## config.mk

```make
export PLATFORM = sky130hd
export DESIGN_NAME = icc_control
export DESIGN_NICKNAME = d
export VERILOG_FILES = /design/src/pkg/icc_pkg.sv /design/src/logic/icc_control.sv
export SDC_FILE = /design/constraint.sdc
export NUM_CORES = 1
export LEC_CHECK = 0
export BUFFER_PORTS_ARGS = -buffer_cell sky130_fd_sc_hd__buf_2
export CORE_MARGIN = 2
export CORE_UTILIZATION = 50
export DETAILED_ROUTE_END_ITERATION = 16
export PLACE_DENSITY = 0.81
export SYNTH_ARGS = -nofsm -noshare
export SYNTH_HDL_FRONTEND = slang
export SYNTH_HIERARCHICAL = 1
export SYNTH_SLANG_ARGS = --single-unit
export TNS_END_PERCENT = 20
```

## constraint.sdc

```tcl
create_clock -name core_clk -period 20.1 [get_ports core_clk]
set_clock_uncertainty 0.1 [all_clocks]
set_input_delay 1.005 -clock core_clk [delete_from_list [all_inputs] [get_ports core_clk]]
set_output_delay 1.005 -clock core_clk [all_outputs]
set_load 0.05 [all_outputs]
```

## src/pkg/icc_pkg.sv

```systemverilog
package icc_pkg;
    localparam logic [12:0] ADDR_STATUS = 13'h030;
    localparam logic [12:0] ADDR_CONTROL = 13'h031;
    localparam logic [12:0] ADDR_STATIC = 13'h032;
    localparam logic [12:0] ADDR_POWER_DOWN = 13'h04a;
    localparam logic [12:0] ADDR_THR_LOW = 13'h050;
    localparam logic [12:0] ADDR_THR_HIGH = 13'h051;
    localparam logic [12:0] ADDR_HYST = 13'h052;
    localparam logic [12:0] ADDR_AC_HYST = 13'h055;
    localparam logic [12:0] ADDR_AC_THR_LOW = 13'h14f;
    localparam logic [12:0] ADDR_AC_THR_HIGH = 13'h150;
    localparam logic [12:0] ADDR_INIT_FIRST = 13'h060;
    localparam logic [12:0] ADDR_INIT_LAST = 13'h064;
    localparam logic [12:0] ADDR_INDEX = 13'h010;
    localparam logic [7:0] INDEX_EXTENDED = 8'h80;
    localparam int CTRL_ON = 0;
    localparam int CTRL_FREEZE = 1;
    localparam int CTRL_DIS_OFFSET = 2;
    localparam int CTRL_DIS_GAIN = 3;
    localparam int CTRL_DIS_SKEW = 4;
    localparam int CTRL_NOTCH = 5;
    localparam int STAT_SKIP_COARSE = 5;
    localparam int PD_ALGO = 0;
    localparam int PD_NOTCH = 1;
    localparam int STS_LOW_POWER = 0;
    localparam int STS_LOW_AC = 1;
    localparam int STS_SETTLED = 2;
    localparam logic [15:0] THR_RESET = 16'h1000;
    localparam logic [7:0] HYST_RESET = 8'h00;
    localparam logic [15:0] AC_THR_RESET = 16'h1000;
    localparam logic [7:0] INIT_RESET = 8'h80;
    localparam logic [7:0] CTRL_RESET = 8'h00;
    localparam logic [7:0] STATIC_RESET = 8'h00;
    localparam logic [7:0] STATIC_WR_MASK = 8'h61;
    localparam int THR_LSB = 4;
    localparam int CLK_MHZ = 50;
    localparam int WINDOW_NS = 1000;
    localparam int WINDOW_CYCLES = (WINDOW_NS * CLK_MHZ) / 1000;
    localparam int SETTLE_MS = 1000;
    localparam int SETTLE_CYCLES = SETTLE_MS * 1000 * CLK_MHZ;
    localparam int INIT_COUNT = 5;

    typedef struct packed {
        logic [12:0] addr;
        logic [7:0] wdata;
        logic wr;
        logic rd;
    } icc_cfg_req_s;

    typedef struct packed {
        logic upd_offset;
        logic upd_gain;
        logic upd_skew;
        logic adj_frozen;
        logic notch_use;
        logic coarse_run;
        logic load_init;
    } icc_engine_s;
endpackage

```

## src/logic/icc_control.sv

```systemverilog
// What this block does
// - status bit 0 flags low total power; analog adjustments frozen while set
// - status bit 1 flags low ac power; correction kept, skew updates stopped
// - status bit 2 is zero while settling after start, one when settled
// - poor input puts engine in hold: adjustments frozen, gain and skew estimates stopped
// - control bit 0 turns engine on or off; writable while running
// - control bit 1 freezes all state; clearing it resumes unchanged
// - control bits 2 to 4 disable offset, gain, skew adjustments
// - control bit 5 routes samples through notch filter before estimation
// - static bit 5 skips coarse adjustment at start
// - reference core gain is the target; only other core is adjusted
// - power-down bit 0 stops algorithm, bit 1 stops notch filter
// - square 12-bit samples to 24 bits, average, compare every microsecond
// - 16-bit threshold sits at bits 19..4 of 24-bit word
// - threshold resets to 0x1000; below it the engine freezes
// - total power freeze stops gain and skew updates, not offset
// - leave hold at threshold plus hysteresis, hysteresis at bits 11..4
// - second meter measures power of high-passed samples
// - ac power freeze stops skew updates only
// - ac meter uses its own hysteresis with same placement
// - init registers hold offset, gain, skew starts loaded before minimizing
`timescale 1ns/1ps
module icc_control
    import icc_pkg::*;
#(
    parameter int SAMPLE_BITS = 10,
    parameter int AVG_SAMPLES = WINDOW_CYCLES,
    parameter int SETTLE_COUNT = SETTLE_CYCLES
) (
    input wire logic core_clk,
    input wire logic rst_n,
    input wire icc_cfg_req_s cfg_req,
    output logic [7:0] cfg_rdata,
    input wire logic [SAMPLE_BITS-1:0] sample,
    input wire logic ref_core_sel,
    output icc_engine_s engine,
    output logic [7:0] init_value [INIT_COUNT],
    output logic target_core
);

    ////////////////////////////////////////////////////////////////////////
    // register file

    typedef enum {ST_OFF, ST_COARSE, ST_LOAD, ST_SETTLE, ST_TRACK} icc_state_e;

    logic [7:0] control;
    logic [7:0] static_ctrl;
    logic [7:0] power_down;
    logic [15:0] thr;
    logic [7:0] hyst;
    logic [7:0] ac_hyst;
    logic [15:0] ac_thr;
    logic [7:0] index_reg;
    logic [7:0] init_mem [INIT_COUNT];
    logic low_power;
    logic low_ac;
    logic settled;
    icc_state_e state;
    logic [31:0] settle_cnt;
    logic latched_ref;

    wire wr = cfg_req.wr;
    wire [12:0] a = cfg_req.addr;
    wire ext_sel = (index_reg == INDEX_EXTENDED);
    wire wr_init = wr && a >= ADDR_INIT_FIRST && a <= ADDR_INIT_LAST;
    wire [2:0] init_idx = 3'(a - ADDR_INIT_FIRST);
    wire engine_on = control[CTRL_ON] && !power_down[PD_ALGO];
    wire frozen = control[CTRL_FREEZE];

    always_ff @(posedge core_clk or negedge rst_n) begin
        if (!rst_n) begin
            control <= CTRL_RESET;
            static_ctrl <= STATIC_RESET;
            power_down <= 8'h00;
            thr <= THR_RESET;
            hyst <= HYST_RESET;
            ac_hyst <= HYST_RESET;
            ac_thr <= AC_THR_RESET;
            index_reg <= 8'h00;
        end else if (wr) begin
            if (a == ADDR_CONTROL) control <= cfg_req.wdata;
            if (a == ADDR_STATIC) static_ctrl <= cfg_req.wdata & STATIC_WR_MASK;
            if (a == ADDR_POWER_DOWN) power_down <= cfg_req.wdata;
            if (a == ADDR_THR_LOW) thr[7:0] <= cfg_req.wdata;
            if (a == ADDR_THR_HIGH) thr[15:8] <= cfg_req.wdata;
            if (a == ADDR_HYST) hyst <= cfg_req.wdata;
            if (a == ADDR_AC_HYST) ac_hyst <= cfg_req.wdata;
            if (a == ADDR_INDEX) index_reg <= cfg_req.wdata;
            // ac threshold only reachable through the extended index
            if (a == ADDR_AC_THR_HIGH && ext_sel) ac_thr[15:8] <= cfg_req.wdata;
            if (a == ADDR_AC_THR_LOW && ext_sel) ac_thr[7:0] <= cfg_req.wdata;
        end
    end

    generate
        for (genvar i = 0; i < INIT_COUNT; i++) begin : g_init
            always_ff @(posedge core_clk or negedge rst_n) begin
                if (!rst_n) init_mem[i] <= INIT_RESET;
                else if (wr_init && init_idx == 3'(i)) init_mem[i] <= cfg_req.wdata;
            end
            assign init_value[i] = init_mem[i];
        end
    endgenerate

    wire [7:0] status_val = {5'h00, settled, low_ac, low_power};
    logic [7:0] next_rdata;
    always_comb begin
        next_rdata = 8'h00;
        unique case (a)
            ADDR_STATUS: next_rdata = status_val;
            ADDR_CONTROL: next_rdata = control;
            ADDR_STATIC: next_rdata = static_ctrl;
            ADDR_POWER_DOWN: next_rdata = power_down;
            ADDR_THR_LOW: next_rdata = thr[7:0];
            ADDR_THR_HIGH: next_rdata = thr[15:8];
            ADDR_HYST: next_rdata = hyst;
            ADDR_AC_HYST: next_rdata = ac_hyst;
            ADDR_INDEX: next_rdata = index_reg;
            default: next_rdata = (a >= ADDR_INIT_FIRST && a <= ADDR_INIT_LAST) ?
                init_mem[init_idx] : 8'h00;
        endcase
    end

    always_ff @(posedge core_clk or negedge rst_n) begin
        if (!rst_n) cfg_rdata <= 8'h00;
        else if (cfg_req.rd) cfg_rdata <= next_rdata;
    end

    ////////////////////////////////////////////////////////////////////////
    // power meters

    // samples msb-aligned to 12 bits before squaring
    wire [11:0] s12 = 12'({sample, {(12 - SAMPLE_BITS){1'b0}}});
    wire signed [11:0] ss = $signed(s12);
    logic signed [11:0] prev_s;
    // first difference as a cheap high-pass: a dc level contributes nothing
    wire signed [12:0] diff = 13'(ss) - 13'(prev_s);
    wire signed [11:0] hp = 12'(diff >>> 1);
    wire [23:0] sq = 24'(ss * ss);
    wire [23:0] sq_ac = 24'(hp * hp);

    logic [23:0] avg_total;
    logic [23:0] avg_ac;
    logic window_done;

    icc_meter #(.AVG_SAMPLES(AVG_SAMPLES)) u_meter_total (
        .core_clk(core_clk),
        .rst_n(rst_n),
        .sq(sq),
        .enable(engine_on && !frozen),
        .avg(avg_total),
        .done(window_done)
    );

    icc_meter #(.AVG_SAMPLES(AVG_SAMPLES)) u_meter_ac (
        .core_clk(core_clk),
        .rst_n(rst_n),
        .sq(sq_ac),
        .enable(engine_on && !frozen),
        .avg(avg_ac),
        .done()
    );

    function automatic logic [23:0] place_thr(input logic [15:0] v);
        place_thr = {4'h0, v, 4'h0};
    endfunction

    function automatic logic [23:0] place_hyst(input logic [7:0] v);
        place_hyst = {12'h000, v, 4'h0};
    endfunction

    wire [24:0] exit_lvl = 25'(place_thr(thr)) + 25'(place_hyst(hyst));
    wire [24:0] ac_exit_lvl = 25'(place_thr(ac_thr)) + 25'(place_hyst(ac_hyst));
    wire next_low = low_power ? (25'(avg_total) < exit_lvl)
        : (avg_total < place_thr(thr));
    wire next_low_ac = low_ac ? (25'(avg_ac) < ac_exit_lvl)
        : (avg_ac < place_thr(ac_thr));

    always_ff @(posedge core_clk or negedge rst_n) begin
        if (!rst_n) begin
            prev_s <= 12'sh000;
            low_power <= 1'b0;
            low_ac <= 1'b0;
        end else begin
            prev_s <= ss;
            if (!engine_on) begin
                low_power <= 1'b0;
                low_ac <= 1'b0;
            end else if (window_done) begin
                low_power <= next_low;
                low_ac <= next_low_ac;
            end
        end
    end

    ////////////////////////////////////////////////////////////////////////
    // engine sequencer

    always_ff @(posedge core_clk or negedge rst_n) begin
        if (!rst_n) begin
            state <= ST_OFF;
            settle_cnt <= 32'h0;
            settled <= 1'b0;
            latched_ref <= 1'b0;
        end else if (!engine_on) begin
            state <= ST_OFF;
            settled <= 1'b0;
        end else if (!frozen) begin
            unique case (state)
                ST_OFF: begin
                    latched_ref <= ref_core_sel;
                    settle_cnt <= 32'h0;
                    state <= static_ctrl[STAT_SKIP_COARSE] ? ST_LOAD : ST_COARSE;
                end
                ST_COARSE: state <= ST_LOAD;
                ST_LOAD: state <= ST_SETTLE;
                ST_SETTLE: begin
                    if (settle_cnt == 32'(SETTLE_COUNT - 1)) begin
                        settled <= 1'b1;
                        state <= ST_TRACK;
                    end else begin
                        settle_cnt <= settle_cnt + 32'h1;
                    end
                end
                ST_TRACK: state <= ST_TRACK;
            endcase
        end
    end

    // limitation: settling here is a fixed count, not input dependent
    wire running = engine_on && (state == ST_SETTLE || state == ST_TRACK) && !frozen;
    wire hold = low_power;

    always_ff @(posedge core_clk or negedge rst_n) begin
        if (!rst_n) begin
            engine <= '0;
            target_core <= 1'b0;
        end else begin
            engine.upd_offset <= running && !control[CTRL_DIS_OFFSET];
            engine.upd_gain <= running && !control[CTRL_DIS_GAIN] && !hold;
            engine.upd_skew <= running && !control[CTRL_DIS_SKEW] && !hold && !low_ac;
            engine.adj_frozen <= frozen || hold || !engine_on;
            engine.notch_use <= control[CTRL_NOTCH] && !power_down[PD_NOTCH];
            engine.coarse_run <= (state == ST_COARSE) && !frozen;
            engine.load_init <= (state == ST_LOAD) && !frozen;
            target_core <= !latched_ref;
        end
    end

endmodule

////////////////////////////////////////////////////////////////////////////
// averaging power meter

module icc_meter
    import icc_pkg::*;
#(
    parameter int AVG_SAMPLES = WINDOW_CYCLES
) (
    input wire logic core_clk,
    input wire logic rst_n,
    input wire logic [23:0] sq,
    input wire logic enable,
    output logic [23:0] avg,
    output logic done
);
    localparam int CW = $clog2(AVG_SAMPLES + 1);
    logic [CW-1:0] cnt;
    logic [23+CW:0] acc;
    wire last = cnt == CW'(AVG_SAMPLES - 1);
    wire [23+CW:0] sum = acc + (24+CW)'(sq);

    always_ff @(posedge core_clk or negedge rst_n) begin
        if (!rst_n) begin
            cnt <= '0;
            acc <= '0;
            avg <= '0;
            done <= 1'b0;
        end else begin
            done <= enable && last;
            if (enable) begin
                cnt <= last ? '0 : cnt + CW'(1);
                acc <= last ? '0 : sum;
                if (last) avg <= 24'(sum / (24+CW)'(AVG_SAMPLES));
            end
        end
    end
endmodule

```

==> impl_metrics.csv <==
group,metric,value,unit
global_routing,grt_max_degree,97,
worst_setup_path,worst-path-stages,89,
sta,min_period,19.76,ns
final_layout,layout-drive-gt1-share,0.249,
sta,fin_crit_sh,0.983,
worst_setup_path,crit_start,"sample[0]",
global_routing,antenna_found_initial,0,
sta,drv_slew,0,
die,die_area,0.0753,mm^2
worst_setup_path,cp_max_fo,7,
placed_design,place_ws,-0.633,ns
placed_design,io_buffers,91,
drt,dr_wl_met2,54.7,mm
worst_setup_path,rr_startpoint,"prev_s[3]$_DFF_PN0_",
drt,drtIter0Drc,2788,
clocking,clk_pin_slew,0.06,ns
worst_setup_path,slowest_delay,0.54,ns
run,cap_violations,0,
final_layout,fillers,5968,
global_routing,grt_pass1_wl,173,mm
sta,rsz0062_at_grt,"yes",
sta,max_freq,0.0506,GHz
synth,yosys_warnings,6,
global_routing,grt_overflow_total,0,
min_path,hold_class,"reg -> reg",
die,io_pins,92,
clocking,numClockSinks,293,
run_status,run_status,"finished, final reports clean",
worst_setup_path,r2r_cells,87,
placed_design,hpwlAfterDp,83.2,mm
sta,setup_viol,0,
synth,syn_inst,4242,
drt,drc,0,
worst_setup_path,worst_ep_required_time,20.48,ns
drt,wl,110,mm
sta,tightest_slew,1.26,ns
worst_setup_path,crit_path_end,"u_meter_ac/avg[4]$_DFFE_PN0P_",
global_routing,grt_pass1_vias,34700,
clocking,root_buffer,"clkbuf_16",
drt,vias,35600,
final_layout,syn2layout_area_growth,20.3,%
die,die_w,274,um
drt,m1WireLength,43.3,mm
sta,slew_headroom,0.157,
clocking,clk_latency,0.57,ns
worst_setup_path,crit_family,"compound AO/OA/AOI/OAI gates",
worst_setup_path,cpMostUsedCell,"buf_4",
worst_setup_path,critPathKind,"in -> reg",
die,row_count,99,
drt,drt_pass1_iterations,5,
placed_design,place.gp.congestion,1.01,
sta,whs,0.297,ns
min_path,whs_path_depth,1,
drt,vias_per_cell,6.22,
die,start_util,0.503,
clocking,tritoncts,"yes",
final_layout,largest_reg_flops,40,
sta,hold_viol,0,
synth,netlist_area,0.0366,mm^2
drt,met3WireLength,6.48,mm
clocking,cts_inserted_buffers,36,
die,die_h,274,um
global_routing,grtUsageTotal,0.278,
clocking,htree_levels,2,
drt,top_layer,"met4",
die,design.core.area,0.0727,mm^2
drt,drtAntennaViolNets,0,
worst_setup_path,cp.arrival,20.14,ns
worst_setup_path,r2r_end,"u_meter_ac/avg[4]$_DFFE_PN0P_",
sta,setup_slack,0.336,ns
worst_setup_path,path_buf_inv,21,
worst_setup_path,rrSetupSlack,0.52,ns
final_layout,finalNetCount,5210,
worst_setup_path,endpoint_kind,"register",
drt,wl_per_cell,19.2,um
worst_setup_path,critPathSlowestCell,"fa_2",
clocking,holdBufCountCts,0,
worst_setup_path,start_kind,"input port",
synth,post_synth.cell_area_avg,8.62,um^2
clocking,max-clock-path-buffers,3,
area by class of cell:
cell class	instances	area, um^2	share of cell area
Tap cell	959	1200	0.0273
Inverter	376	1410	0.0321
Antenna cell	1	2.50	0.0000569
Timing Repair Buffer	605	4400	0.100
Sequential cell	293	7340	0.167
Clock inverter	16	226	0.00515
Multi-Input combinational cell	3422	28300	0.645
Clock buffer	50	1030	0.0235
through the flow:
step	utilization	setup TNS, ns	std cells	area (um^2)
after detailed placement	0.564	-1.11	5605	41000
after global placement	0.564	-0.168	5605	41000
final	0.605	0	5722	44000
after CTS	0.581	0	5671	42200
after floorplan	-	0	4251	36600
after global routing	0.605	-1.13	5721	44000
layout by cell type, fill, tap and decap left out, types with 99 or more instances in the layout:
cell,count
fa_1,185
ha_1,245
a21oi_1,213
dfrtp_1,286
o21ai_0,182
nand2_1,385
inv_1,370
xnor2_1,145
mux2_2,99
buf_4,504
nand3_1,103
nor2_1,268
routing by layer:
metal / up-vias / track usage
met1: 17300 / 0.332
met3: 348 / 0.0357
met4: 0 / 0.134
li1: 16500 / -
met2: 1448 / 0.494
met5: - / 0
how the worst min path moves through the flow:
stage,from,to,slack (ns)
2_1_floorplan,latched_ref$_DFFE_PN0P_,target_core$_DFF_PN0_,0.28
3_3_place_gp,latched_ref$_DFFE_PN0P_,target_core$_DFF_PN0_,0.28
3_5_place_dp,latched_ref$_DFFE_PN0P_,target_core$_DFF_PN0_,0.29
4_1_cts,latched_ref$_DFFE_PN0P_,target_core$_DFF_PN0_,0.30
5_1_grt,latched_ref$_DFFE_PN0P_,target_core$_DFF_PN0_,0.33
6_report,latched_ref$_DFFE_PN0P_,target_core$_DFF_PN0_,0.30
what timing repair did:
item | 4_1_cts | 5_1_grt
gates resized for setup | 1 | 273
pin swaps | 0 | 104
setup endpoints to repair | 1 | 6
buffers inserted | 0 | 50
Power is left out: the tool's default activity adds up to more than one toggle a clock period on the data nets, which glitch-free logic cannot reach.
